==> config.mk <==
export PLATFORM = sky130hd
export DESIGN_NAME = reader_timer_unit
export DESIGN_NICKNAME = d
export VERILOG_FILES = /design/src/reader_timer_pkg.sv /design/src/tick_prescaler.sv /design/src/slot_counter.sv /design/src/reader_timer_unit.sv
export VERILOG_INCLUDE_DIRS = /design/src /design/src/src
export SDC_FILE = /design/constraint.sdc
export NUM_CORES = 1
export LEC_CHECK = 0
export BUFFER_PORTS_ARGS = -buffer_cell sky130_fd_sc_hd__buf_2
export CAP_MARGIN = 5
export CORE_MARGIN = 3
export CORE_UTILIZATION = 48
export CTS_BUF_LIST = sky130_fd_sc_hd__clkbuf_8
export DETAILED_ROUTE_END_ITERATION = 7
export GPL_TIMING_DRIVEN = 0
export PLACE_DENSITY = 0.64
export SKIP_CTS_REPAIR_TIMING = 1
export SLEW_MARGIN = 20
export SYNTH_ARGS = -nofsm -noshare
export SYNTH_HDL_FRONTEND = slang
export SYNTH_SLANG_ARGS = --single-unit
==> constraint.sdc <==
create_clock -name clk -period 5.47 [get_ports clk]
set_input_delay 1.094 -clock clk [delete_from_list [all_inputs] [get_ports clk]]
set_output_delay 1.094 -clock clk [all_outputs]
set_load 0.02 [all_outputs]
==> src/reader_timer_map.svh <==
// Register offsets, field positions, reset values and limits of the reader timer unit.
`ifndef READER_TIMER_MAP_SVH
`define READER_TIMER_MAP_SVH

// Register offsets on the 8-bit processor port.
`define ADDR_SECONDARY_STATE 6'h05
`define ADDR_COMMAND_CONTROL 6'h09
`define ADDR_COUNT_READBACK  6'h0c
`define ADDR_TICK_DIVIDER    6'h2a
`define ADDR_EVENT_SELECT    6'h2b
`define ADDR_PRELOAD_VALUE   6'h2c

// Field positions.
`define BIT_RUNNING_FLAG      7
`define BIT_START_NOW         1
`define BIT_STOP_NOW          2
`define BIT_AUTO_RELOAD       5
`define EXPONENT_MSB          4
`define BIT_START_TX_FIRST    0
`define BIT_START_TX_LAST     1
`define BIT_STOP_RX_FIRST     2
`define BIT_STOP_RX_LAST      3

// Reset values of the writable registers.
`define RESET_TICK_DIVIDER    8'h00
`define RESET_EVENT_SELECT    8'h00
`define RESET_PRELOAD_VALUE   8'h00

// Largest legal divider exponent and the prescaler width it needs.
`define EXPONENT_MAX          5'h15
`define PRESCALE_WIDTH        21

// Width of the time-slot interval.
`define SLOT_WIDTH            9

`endif

==> src/reader_timer_pkg.sv <==
// Types shared by the reader timer unit modules.
package reader_timer_pkg;

  // Run state of the main down-counter.
  typedef enum logic [0:0] {
    TIMER_STOPPED = 1'b0,
    TIMER_RUNNING = 1'b1
  } timer_run_e;

  // State of the time-slot counter.
  typedef enum logic [0:0] {
    SLOT_IDLE     = 1'b0,
    SLOT_COUNTING = 1'b1
  } slot_run_e;

  // Whole state of the prescaler.
  typedef struct packed {
    logic [20:0] cnt;
  } prescale_state_s;

  // Whole state of the time-slot counter.
  typedef struct packed {
    slot_run_e   run;
    logic [8:0]  cnt;
    logic        send;
  } slot_state_s;

  // Whole state of the timer unit.
  typedef struct packed {
    timer_run_e  run;
    logic [7:0]  count;
    logic [7:0]  divider_cfg;
    logic [7:0]  event_cfg;
    logic [7:0]  preload;
    logic        expiry;
    logic [7:0]  rdata;
  } timer_state_s;

endpackage : reader_timer_pkg

==> src/tick_prescaler.sv <==
// Power-of-two divider that makes the timer clock tick from the chip clock.
`timescale 1ns/1ns
`include "reader_timer_map.svh"

module tick_prescaler
  import reader_timer_pkg::*;
(
  input  wire logic       clk,
  input  wire logic       reset,
  input  wire logic       clear,
  input  wire logic [4:0] exponent,
  output logic            tick
);

  prescale_state_s state_reg;
  prescale_state_s state_next;
  logic [20:0]     limit;

  // Terminal count is two to the exponent minus one, exponent clamped to the legal range.
  function automatic logic [20:0] terminal_count(input logic [4:0] e);
    logic [4:0] legal;
    legal = (e > `EXPONENT_MAX) ? `EXPONENT_MAX : e;
    return 21'((21'h1 << legal) - 21'h1);
  endfunction : terminal_count

  // One tick per divided period; a clear restarts the period from zero.
  always_comb begin
    limit = terminal_count(exponent);
    tick = (state_reg.cnt == limit);
    state_next = state_reg;
    if (clear || tick) begin
      state_next.cnt = 21'h0;
    end else begin
      state_next.cnt = 21'(state_reg.cnt + 21'h1);
    end
  end

  // State register.
  always_ff @(posedge clk or posedge reset) begin
    if (reset) begin
      state_reg <= '0;
    end else begin
      state_reg <= state_next;
    end
  end

endmodule : tick_prescaler

==> src/slot_counter.sv <==
// Time-slot counter that requests automatic frame sends at fixed intervals.
`timescale 1ns/1ns
`include "reader_timer_map.svh"

module slot_counter
  import reader_timer_pkg::*;
(
  input  wire logic       clk,
  input  wire logic       reset,
  input  wire logic       command_done,
  input  wire logic       encoder_tick,
  input  wire logic [8:0] slot_interval,
  input  wire logic       fifo_has_data,
  output logic            slot_send_request
);

  slot_state_s state_reg;
  slot_state_s state_next;

  // Starts after a command, counts encoder ticks, reloads on every expiry.
  always_comb begin
    state_next = state_reg;
    state_next.send = 1'b0;
    if (slot_interval == 9'h000) begin
      state_next.run = SLOT_IDLE;
    end else if (command_done) begin
      state_next.run = SLOT_COUNTING;
      state_next.cnt = slot_interval;
    end else if (state_reg.run == SLOT_COUNTING && encoder_tick) begin
      if (state_reg.cnt == 9'h000) begin
        state_next.send = fifo_has_data;
        state_next.cnt = slot_interval;
      end else begin
        state_next.cnt = 9'(state_reg.cnt - 9'h001);
      end
    end
  end

  assign slot_send_request = state_reg.send;

  // State register.
  always_ff @(posedge clk or posedge reset) begin
    if (reset) begin
      state_reg <= '{run: SLOT_IDLE, cnt: 9'h000, send: 1'b0};
    end else begin
      state_reg <= state_next;
    end
  end

endmodule : slot_counter

==> src/reader_timer_unit.sv <==
// Eight-bit down-counting timer with event start/stop and time-slot send trigger.
//
// Summary of operation
// - Counter decrements each timer tick while nonzero.
// - Auto-reload loads preload instead of reaching zero.
// - Enabled start events load preload value.
// - Every start event without a stop in the same cycle retriggers the counter.
// - Enabled stop events or zero halt timer.
// - Register writes change count only at start or reload.
// - Processor stop raises no expiry request.
// - Receive stop events raise no expiry request.
// - Without stop, count to zero then flag.
// - Auto-reload raises request once per period.
// - Timer clock is chip clock over power-of-two.
// - Running flag follows start and stop events.
// - Counter value readable at address 0Ch.
// - Expiry never touches transmit or receive.
// - Command end starts slot counter if nonzero.
// - Slot expiry sends FIFO data if present.
// - Slot counter restarts on every expiry.
// - Zero slot interval disables automatic sending.
// - New slot interval used at next restart.
// - Slot interval is nine bits wide.
// - Request set on one-to-zero or one-to-reload step.
`timescale 1ns/1ns
`include "reader_timer_map.svh"

module reader_timer_unit
  import reader_timer_pkg::*;
(
  input  wire logic       clk,
  input  wire logic       reset,
  input  wire logic [5:0] reg_addr,
  input  wire logic [7:0] reg_wdata,
  input  wire logic       reg_wr,
  input  wire logic       reg_rd,
  output logic [7:0]      reg_rdata,
  input  wire logic       tx_first_bit_event,
  input  wire logic       tx_last_bit_event,
  input  wire logic       rx_first_bit_event,
  input  wire logic       rx_last_bit_event,
  input  wire logic       command_done,
  input  wire logic       encoder_tick,
  input  wire logic [8:0] slot_interval,
  input  wire logic       fifo_has_data,
  output logic            expiry_request_flag,
  output logic            running_flag,
  output logic [7:0]      count_readback,
  output logic            slot_send_request
);

  timer_state_s state_reg;
  timer_state_s state_next;

  logic       timer_tick;
  logic       start_event;
  logic       stop_event;
  logic       start_now_strobe;
  logic       stop_now_strobe;
  logic       auto_reload_enable;
  logic [4:0] tick_divider_exponent;
  logic [3:0] frame_events;
  logic [3:0] gated_events;

  // True when a processor access targets the given register.
  function automatic logic reg_hit(input logic [5:0] addr, input logic [5:0] target);
    return addr == target;
  endfunction : reg_hit

  // Configuration fields as seen by the counter logic.
  assign auto_reload_enable = state_reg.divider_cfg[`BIT_AUTO_RELOAD];
  assign tick_divider_exponent = state_reg.divider_cfg[`EXPONENT_MSB:0];

  // Write-only command strobes; they store nothing and read back as zero.
  assign start_now_strobe = reg_wr && reg_hit(reg_addr, `ADDR_COMMAND_CONTROL)
                            && reg_wdata[`BIT_START_NOW];
  assign stop_now_strobe = reg_wr && reg_hit(reg_addr, `ADDR_COMMAND_CONTROL)
                           && reg_wdata[`BIT_STOP_NOW];

  // Frame events in the bit order of the event selection register.
  assign frame_events = {rx_last_bit_event, rx_first_bit_event,
                         tx_last_bit_event, tx_first_bit_event};

  // Each frame event passes only when its enable bit is set.
  generate
    for (genvar i = 0; i < 4; i++) begin : g_event_gate
      assign gated_events[i] = frame_events[i] && state_reg.event_cfg[i];
    end
  endgenerate

  // Start and stop conditions combined from frame events and strobes.
  assign start_event = gated_events[`BIT_START_TX_FIRST] || gated_events[`BIT_START_TX_LAST]
                       || start_now_strobe;
  assign stop_event = gated_events[`BIT_STOP_RX_FIRST] || gated_events[`BIT_STOP_RX_LAST]
                      || stop_now_strobe;

  // Divider that turns the chip clock into the timer tick.
  tick_prescaler u_prescaler (
    .clk      (clk),
    .reset    (reset),
    .clear    (start_event),
    .exponent (tick_divider_exponent),
    .tick     (timer_tick)
  );

  // Time-slot counter for automatic quit-frame sends.
  slot_counter u_slot (
    .clk               (clk),
    .reset             (reset),
    .command_done      (command_done),
    .encoder_tick      (encoder_tick),
    .slot_interval     (slot_interval),
    .fifo_has_data     (fifo_has_data),
    .slot_send_request (slot_send_request)
  );

  // Counter, run state, register writes and read data.
  always_comb begin
    state_next = state_reg;
    state_next.expiry = 1'b0;

    // Register writes; only configuration changes, never the live count.
    if (reg_wr) begin
      if (reg_hit(reg_addr, `ADDR_TICK_DIVIDER)) begin
        state_next.divider_cfg = {2'b00, reg_wdata[5:0]};
      end
      if (reg_hit(reg_addr, `ADDR_EVENT_SELECT)) begin
        state_next.event_cfg = {4'h0, reg_wdata[3:0]};
      end
      if (reg_hit(reg_addr, `ADDR_PRELOAD_VALUE)) begin
        state_next.preload = reg_wdata;
      end
    end

    // Stop has priority over start; a stop never raises the expiry request.
    if (stop_event) begin
      state_next.run = TIMER_STOPPED;
    end else if (start_event) begin
      state_next.run = TIMER_RUNNING;
      state_next.count = state_reg.preload;
    end else if (state_reg.run == TIMER_RUNNING && timer_tick) begin
      if (state_reg.count == 8'h01 && auto_reload_enable) begin
        state_next.count = state_reg.preload;
        state_next.expiry = 1'b1;
      end else if (state_reg.count == 8'h01) begin
        state_next.count = 8'h00;
        state_next.run = TIMER_STOPPED;
        state_next.expiry = 1'b1;
      end else if (state_reg.count != 8'h00) begin
        state_next.count = 8'(state_reg.count - 8'h01);
      end else begin
        state_next.run = TIMER_STOPPED;
      end
    end

    // Registered read data; unmapped addresses read as zero.
    if (reg_rd) begin
      unique case (1'b1)
        reg_hit(reg_addr, `ADDR_SECONDARY_STATE): begin
          state_next.rdata = {(state_reg.run == TIMER_RUNNING), 7'h00};
        end
        reg_hit(reg_addr, `ADDR_COUNT_READBACK): begin
          state_next.rdata = state_reg.count;
        end
        reg_hit(reg_addr, `ADDR_TICK_DIVIDER): begin
          state_next.rdata = state_reg.divider_cfg;
        end
        reg_hit(reg_addr, `ADDR_EVENT_SELECT): begin
          state_next.rdata = state_reg.event_cfg;
        end
        reg_hit(reg_addr, `ADDR_PRELOAD_VALUE): begin
          state_next.rdata = state_reg.preload;
        end
        default: begin
          state_next.rdata = 8'h00;
        end
      endcase
    end
  end

  // The timer only reports; it drives nothing into transmit or receive.
  assign expiry_request_flag = state_reg.expiry;
  assign running_flag = (state_reg.run == TIMER_RUNNING);
  assign count_readback = state_reg.count;
  assign reg_rdata = state_reg.rdata;

  // State register.
  always_ff @(posedge clk or posedge reset) begin
    if (reset) begin
      state_reg <= '{run:         TIMER_STOPPED,
                     count:       8'h00,
                     divider_cfg: `RESET_TICK_DIVIDER,
                     event_cfg:   `RESET_EVENT_SELECT,
                     preload:     `RESET_PRELOAD_VALUE,
                     expiry:      1'b0,
                     rdata:       8'h00};
    end else begin
      state_reg <= state_next;
    end
  end

endmodule : reader_timer_unit

==> flow_metrics.tcl, run 1 <==
set metrics [dict create \
    synth_top_area_frac 0.3732 \
    final_common_cell "dfrtp_1" \
    final_cell_count_no_fill 720 \
    synth-simple-area-share 0.2311 \
    fillCellCount 876 \
    ys_types 67 \
    timing.fmax_mhz 225.8 \
    dp.final_hpwl_mm 8.944 \
    antenna_found_initial 0 \
    syn_inst 528 \
    clock-sinks 68 \
    multi_input_area_um2 2532 \
    vias 4217 \
    ys_seq_area_frac 0.3732 \
    htreeDepth 3 \
    tightest_slew_ns 0.8459 \
    drtAntennaViolNets 0 \
    seq_area_um2 1702 \
    synthXorXnorAreaFrac 0.05187 \
    syn_area_um2 4559 \
    async_flop_share 1.000 \
    largest_register_ff_count 21 \
    setup_viol 0 \
    root_buffer "clkbuf_8" \
    holdWs_ns 0.5117 \
    vias_per_cell 5.857 \
    grt_pass1_vias 3997 \
    dp.cells 705 \
    peakVddDrop_uv 190.2 \
    ys_top_cells_by_area "dfrtp_1 37%, nor2_1 5.3%, mux2_2 4.9%" \
    synth_nets 567 \
    numCtsBuffers 9 \
    cp.required_ns 5.69 \
    clkSlewWorstSetupHoldPaths_ns 0.09 \
    period_share 0.8097 \
    drcViolationCount 0 \
    crit_type "reg -> reg" \
    yosys_warnings 0 \
    muxShareOfSynthArea 0.06915 \
    outcome "finished clean" \
    cts_tree "built" \
    fp.dieW_um 103.5 \
    critPathLaunchType "flip-flop" \
    drtPass1Iterations 5 \
    synth_top_family_by_area "simple AND/OR/NAND/NOR gates" \
    core_um2 8976 \
    drive_gt1_frac 0.1970 \
    gp_congestion 0.9001 \
    drv_cap 0 \
    die_h_um 103.5 \
    grt_pass1_wl_mm 19.74 \
    rsz0062_at_grt "false" \
    antennaDiodeCount 0 \
    final_core_utilization 0.5750 \
    setup_tns_ns 0 \
    synth_compound_area_frac 0.1883 \
    routed_wl_mm 12.10 \
    slew_headroom 0.4286 \
    p_per_area_nw_per_um2 323.6 \
    fin_area_um2 5161 \
    p_leak_nw 2.225 \
    io_buffers 50 \
    synth_edf_count 0 \
    nets 629 \
    grt_usage 0.2341 \
    worstSkewPairLatency_ns 0.35 \
    synth_seq_cells 68 \
    area_growth_syn_to_layout_pct 13.20 \
    wl_per_cell_um 16.81 \
    critPathCaptureType "flip-flop" \
    hold_viol 0 \
    ys.flop_type "dfrtp_1" \
    rows 34 \
    ctsLongestPathBuffers 2 \
    hold_path.class "reg -> reg" \
    fp.dieArea_um2 10700 \
    placed_cell_area_um2 4997 \
    cp.arrival_ns 4.65 \
    worstPathMaxFanout 10 \
    synth.avg_cell_area_um2 8.635 \
    slew_viol_final 0 \
    synth_adder_area_share 0.01372 \
    grt-ovfl-total 0 \
    io_pins 53 \
    period_minus_slack_ns 4.429 \
    start_util 0.5079 \
    layout_common_cells "68 x dfrtp_1, 64 x nor2_1, 54 x buf_2, 39 x nand2_1, 31 x a21oi_1" \
    yosys.area.top_type "dfrtp_1" \
    skew_ns 0.01393 \
    grt_max_degree 55 \
    ff2ff_setup_slack_ns 1.04 \
    drtIter0Drc 257 \
]
-- per-stage QoR --
stage                     worst slack (ns)  total power, mW
final                                1.041            1.670
after global routing                0.6913            1.781
after global placement               1.077            1.303
after detailed placement             1.072            1.308
after CTS                            1.043            1.673
after floorplan                      2.010            1.130
-- cells by family (layout without fill, tap and decap cells) --
family | Yosys count | after routing
and+or+nand+nor | 209 | 209
muxes | 29 | 29
adders and majority gates | 5 | 5
AOI/OAI and AO/OA | 123 | 123
DFF | 68 | 68
buffers and inverters | 67 | 133
xor gates and xnor gates | 27 | 27
-- path summary, 6_finish.rpt --
check,start,end,cells after the start
worst max-delay path,state_reg[28],u_prescaler.state_reg[3],13
worst min-delay path,u_slot.state_reg[9],u_slot.state_reg[9],2
worst max register to register,state_reg[28],u_prescaler.state_reg[3],13
worst min register to register,u_slot.state_reg[9],u_slot.state_reg[9],2
max in group asynchronous,reset,reg_rdata[0],3
min in group asynchronous,reset,u_slot.slot_send_request,2
-- where the power goes --
part / switching [mW] / leakage (nW) / internal (mW) / total [mW]
Clock: 0.203 / 0.0821 / 0.158 / 0.362
Combinational: 0.388 / 1.26 / 0.267 / 0.655
Sequential: 0.0820 / 0.878 / 0.572 / 0.654
-- routing by layer --
layer,global-route usage,share of wire
met5,0,0
met4,0.06375,0.011
met3,0.04158,0.063
met2,0.3554,0.46
met1,0.3433,0.46
-- layout make-up --
type | instances | area share
multi-input cells | 393 | 0.4907
well taps | 126 | 0.03055
clock buffers | 9 | 0.02400
plain buffers | 47 | 0.04970
flip-flops and latches | 68 | 0.3297
repair buffers | 51 | 0.05382
inverters | 20 | 0.01503
clock inverters | 6 | 0.006545
-- cells in the mapped netlist, types with 3 or more instances --
master / n
dfrtp_1: 68
nor2_1: 64
nand2_1: 39
a21oi_1: 31
clkbuf_1: 20
inv_1: 20
mux2_2: 20
o21ai_0: 20
xnor2_1: 17
buf_4: 16
nand3_1: 15
nand4_1: 12
or3_1: 12
and3_1: 11
nor3_1: 10
nor4_1: 10
xor2_1: 10
mux2i_1: 9
nand2b_1: 7
a221oi_1: 6
o22ai_1: 6
buf_1: 5
ha_1: 5
nor2b_1: 5
o211ai_1: 5
o31ai_1: 5
or4_1: 5
a211oi_1: 4
a22oi_1: 4
buf_2: 4
nor3b_1: 4
o311ai_0: 4
a22o_1: 3
and2_1: 3
o21a_1: 3
o31a_1: 3
or2_2: 3
-- critical path, stage by stage (launching register included) --
cell and delay, ns:
dfrtp_1 0.38, clkbuf_1 0.20, nor3_1 0.68, nand3_1 0.16, ha_1 0.35, xor2_1 0.14, o221ai_1 0.13, a211o_1 0.25
a2111oi_0 0.57, nand4_1 0.44, clkbuf_1 0.34, o21ai_1 0.30, buf_2 0.28, nor2_1 0.08
Note: power is estimated with default switching activity, not from simulation.
==> run 2: changes to the inputs <==
ABC_AREA = 1   (was unset)
PLACE_DENSITY = 0.66   (was 0.64)
clock period = 3.75 ns   (was 5.47 ns; I/O delays follow)
==> flow_metrics.tcl, run 2 <==
set metrics [dict create \
    syn_area_um2 4830 \
    combPwrFrac 0.429 \
    cp.required_ns 3.99 \
    fillCellCount 959 \
    swShare 0.4246 \
    cpPeakStageDelay_ns 0.51 \
    multi_input_area_um2 2585 \
    finalPower_mw 2.892 \
    drtAntennaViolNets 0 \
    critPathLaunchType "flip-flop" \
    critical_path.cell_chain "buf_6, nor2_1, nand2_1, ha_1, nand2_2, nand3b_1, nand2_1, nand2_1, nand2_1, nor2_1, nand4_1, nor2_1, nand2_1, nand2_2, buf_4, nor3_1" \
    io_pins 53 \
    setup_tns_ns 0 \
    fin_area_um2 5475 \
    clock-sinks 68 \
    final_common_cell "nand2_1" \
    nets 774 \
    slew_viol_final 0 \
    seq_area_um2 1702 \
    ys.flop_type "dfrtp_1" \
    dp.final_hpwl_mm 10.32 \
    skew_ns 0.01196 \
    worstPathMaxFanout 10 \
    drive_gt1_frac 0.1703 \
    critPathBufInv 2 \
    syn_inst 672 \
    drtPass1Iterations 5 \
    reg2reg_to "u_prescaler.state_reg[17]" \
    pwr-share-seq 0.348 \
    yosys.area.top_type "dfrtp_1" \
    critPathCaptureType "flip-flop" \
    ff2ff_setup_slack_ns 0.60 \
    period_share 0.8411 \
    vias_per_cell 5.334 \
    grt_usage 0.2420 \
    drtIter0Drc 304 \
    grt_pass1_vias 4462 \
    antenna_found_initial 0 \
    yosys_warnings 0 \
    die_h_um 106.3 \
    setup_ws_ns 0.5959 \
    layout_common_cells "156 x nand2_1, 80 x nor2_1, 79 x inv_1, 68 x dfrtp_1, 54 x buf_2" \
    hold_viol 0 \
    cts_tree "built" \
    timing.fmax_mhz 317.1 \
    area_growth_syn_to_layout_pct 13.37 \
    synth_commonest_cells "156 x nand2_1, 80 x inv_1, 80 x nor2_1" \
    drcViolationCount 0 \
    gp_congestion 0.9722 \
    cp.arrival_ns 3.39 \
    slew_headroom 0.5726 \
    pwr-share-clk 0.224 \
    antennaDiodeCount 0 \
    pre_cts_slack_ns 0.5572 \
    synth_edf_count 0 \
    reg2reg_from "state_reg[28]" \
    ys_seq_area_frac 0.3523 \
    start_util 0.5082 \
    ctsLongestPathBuffers 2 \
    dp.cells 853 \
    tightest_slew_ns 0.6388 \
    synth.avg_cell_area_um2 7.187 \
    rsz0062_at_grt "false" \
    synth_top_area_frac 0.3523 \
    routed_wl_mm 13.04 \
    grt_max_degree 41 \
    startpoint "state_reg[28]" \
    intPower_mw 1.664 \
    root_buffer "clkbuf_8" \
    synth_seq_cells 68 \
    crit_top_cell "nand2_1" \
    fp.dieW_um 106.3 \
    placed_cell_area_um2 5269 \
    crit_type "reg -> reg" \
    p_leak_nw 2.710 \
    rr_worst_depth 16 \
    ys_types 49 \
    async_flop_share 1.000 \
    final_cell_count_no_fill 869 \
    synth_nets 711 \
    fp.dieArea_um2 11300 \
    path_delay_family "simple AND/OR/NAND/NOR gates" \
    final_core_utilization 0.5762 \
    worstSkewPairLatency_ns 0.36 \
    holdWs_ns 0.3815 \
    rows 35 \
    numCtsBuffers 9 \
    wl_per_cell_um 15.01 \
    grt-ovfl-total 0 \
    largest_register_ff_count 21 \
    cpMaxStageDelayCell "nor2_1" \
    outcome "finished clean" \
    vias 4635 \
    io_buffers 51 \
    setup_viol 0 \
    htreeDepth 3 \
    clkSlewWorstSetupHoldPaths_ns 0.08 \
    hold_path.class "in -> async" \
    grt_pass1_wl_mm 21.74 \
    drv_cap 0 \
    ys_top_cells_by_area "dfrtp_1 35%, nand2_1 12%, inv_1 6.2%" \
    p_sw_mw 1.228 \
    period_minus_slack_ns 3.154 \
    p_per_area_nw_per_um2 528.3 \
    yosysMostFrequentCell "nand2_1" \
    core_um2 9503 \
    peakVddDrop_uv 273.4 \
]
==> run 2: cells by family (layout without fill, tap and decap cells) <==
logic type	after synthesis	count (layout)	share of synthesized area
buf+inv	116	184	0.1124
mux	7	7	0.01632
fa+ha+maj	5	5	0.01295
xor+xnor	29	29	0.05570
compound gates	86	86	0.1013
simple gates	361	361	0.3490
flops	68	68	0.3523
==> run 2: worst max-delay path by stage <==
stage / end / slack [ns] / depth (start not counted)
CTS: u_prescaler.state_reg[17] / 0.55 / 16
global placement: state_reg[16] / 0.38 / 2
finish: u_prescaler.state_reg[17] / 0.60 / 16
detailed placement: u_prescaler.state_reg[17] / 0.56 / 16
floorplan: u_prescaler.state_reg[17] / 1.16 / 23
global route: u_prescaler.state_reg[17] / 0.29 / 16
==> run 2: final cells by class <==
class / instances / area share
Inverter: 84 / 0.05850
Timing Repair Buffer: 52 / 0.05027
Tap cell: 129 / 0.02948
Multi-Input combinational cell: 488 / 0.4721
Clock buffer: 9 / 0.02262
Clock inverter: 7 / 0.01508
Sequential cell: 68 / 0.3108
Buffer: 32 / 0.04113
==> run 2: layer usage <==
layer / wire [um] / GRT usage
met1: 6292 / 0.3344
met2: 5702 / 0.3742
met3: 827 / 0.06193
met4: 216 / 0.07123
met5: 0 / 0
==> run 2: power groups by stage <==
stage | logic [mW] | registers (mW) | clock network, mW
floorplan | 0.955 | 0.969 | 0
global placement | 1.21 | 1.01 | 0
detailed placement | 1.23 | 1.02 | 0
CTS | 1.24 | 1.01 | 0.668
global route | 1.39 | 1.03 | 0.699
finish | 1.24 | 1.01 | 0.647
==> run 3: changes to the inputs <==
ABC_AREA = 0   (was 1)
clock period = 2.7 ns   (was 3.75 ns; I/O delays follow)
==> flow_metrics.tcl, run 3 (synthesized netlist as in run 1, its figures left out) <==
set metrics [dict create \
    vias 4332 \
    ctsLongestPathBuffers 2 \
    p_per_area_nw_per_um2 690.0 \
    die_h_um 103.5 \
    setup_ws_ns -0.8805 \
    root_buffer "clkbuf_8" \
    rr_worst_depth 13 \
    swShare 0.3879 \
    tightest_slew_ns 0.9213 \
    period_minus_slack_ns 3.581 \
    startpoint "state_reg[28]" \
    ff2ff_setup_slack_ns -0.88 \
    intPower_mw 2.307 \
    violations "negative setup slack" \
    final_common_cell "dfrtp_1" \
    placed_cell_area_um2 5059 \
    worstSkewPairLatency_ns 0.36 \
    routed_wl_mm 12.38 \
    drv_cap 0 \
    crit_type "reg -> reg" \
    worstPathMaxFanout 7 \
    grt_pass1_wl_mm 19.52 \
    p_leak_nw 2.356 \
    layout_common_cells "68 x dfrtp_1, 64 x nor2_1, 53 x buf_2, 39 x nand2_1, 30 x a21oi_1" \
    antennaDiodeCount 0 \
    core_um2 8976 \
    pwr-share-clk 0.234 \
    cp.required_ns 2.93 \
    fin_area_um2 5463 \
    io_buffers 50 \
    skew_ns 0.01086 \
    slew_headroom 0.3777 \
    cpMaxStageDelayCell "or4_1" \
    rsz0062_at_grt "true" \
    drcViolationCount 0 \
    reg2reg_to "count_readback[6]" \
    dp.cells 705 \
    outcome "finished, violations left" \
    cp.arrival_ns 3.82 \
    drive_gt1_frac 0.2467 \
    io_pins 53 \
    critPathLaunchType "flip-flop" \
    clkSlewWorstSetupHoldPaths_ns 0.08 \
    reg2reg_from "state_reg[28]" \
    setup_tns_ns -21.18 \
    grt_usage 0.2321 \
    period_share 1.326 \
    hold_viol 0 \
    htreeDepth 3 \
    timing.fmax_mhz 279.3 \
    grt_pass1_vias 3981 \
    fp.dieW_um 103.5 \
    combPwrFrac 0.415 \
    critical_path.cell_chain "buf_6, or3_4, or3_4, ha_4, xor2_1, o221ai_1, a211o_1, a2111oi_4, nand4_1, buf_6, buf_12, or4_1, o221a_1" \
    clock-sinks 68 \
    numCtsBuffers 9 \
    cpPeakStageDelay_ns 0.41 \
    antenna_found_initial 0 \
    largest_register_ff_count 21 \
    grt_max_degree 56 \
    hold_path.class "in -> async" \
    grt-ovfl-total 0 \
    cts_tree "built" \
    rows 34 \
    area_growth_syn_to_layout_pct 19.81 \
    p_sw_mw 1.462 \
    setup_viol 31 \
    peakVddDrop_uv 475.7 \
    holdWs_ns 0.09226 \
    gp_congestion 0.9346 \
    slew_viol_final 0 \
    drtAntennaViolNets 0 \
    dp.final_hpwl_mm 8.740 \
    final_cell_count_no_fill 730 \
    drtPass1Iterations 5 \
    wl_per_cell_um 16.95 \
    start_util 0.5079 \
    critPathCaptureType "flip-flop" \
    fp.dieArea_um2 10700 \
    pwr-share-seq 0.351 \
    fillCellCount 799 \
    final_core_utilization 0.6086 \
    vias_per_cell 5.934 \
    drtIter0Drc 260 \
    worstSetupEndpoint "count_readback[6]" \
    nets 638 \
]
==> run 3: cell type report <==
type	count	area [um2]	share of cell area
plain buffers	46	294.0	0.05383
repair buffers	61	366.6	0.06711
clock inverters	5	50.05	0.009162
flip-flops and latches	68	1702	0.3115
well taps	126	157.7	0.02886
clock buffers	11	151.4	0.02771
inverters	20	77.57	0.01420
multi-input cells	393	2664	0.4876
==> run 3: layer usage <==
metal	part of all wire	global-route usage
met1	0.46	0.3363
met4	0.018	0.06673
met3	0.063	0.04695
met5	0	0
met2	0.46	0.3510
==> run 3: worst min-delay path by stage <==
stage	endpoint	cells after the start
after floorplan	u_slot.state_reg[9]	2
after global placement	u_slot.state_reg[9]	2
after detailed placement	expiry_request_flag	2
after CTS	expiry_request_flag	2
after global routing	expiry_request_flag	2
final	expiry_request_flag	2
==> run 3: worst max-delay path, delay by kind of cell, from the launching register on <==
kind	cells	cell delay, ns
AOI/OAI and AO/OA	4	0.95
xor gates and xnor gates	1	0.13
adders and majority gates	1	0.28
buffers and inverters	3	0.41
DFF	1	0.39
and+or+nand+nor	4	1.30
==> run 3: power groups by stage <==
| stage | clock network [mW] | logic (mW) | registers [mW] |
|---|---|---|---|
| 2_1_floorplan | 0 | 1.05 | 1.29 |
| 3_3_place_gp | 0 | 1.35 | 1.33 |
| 3_5_place_dp | 0 | 1.38 | 1.33 |
| 4_1_cts | 0.898 | 1.39 | 1.31 |
| 5_1_grt | 0.948 | 1.71 | 1.34 |
| 6_report | 0.881 | 1.57 | 1.32 |
==> run 3: through the flow <==
stage	setup WS, ns	power (mW)
finish	-0.8805	3.769
global placement	-1.125	2.678
floorplan	-0.6177	2.345
global route	-0.9845	3.998
detailed placement	-1.114	2.710
CTS	-1.170	3.599
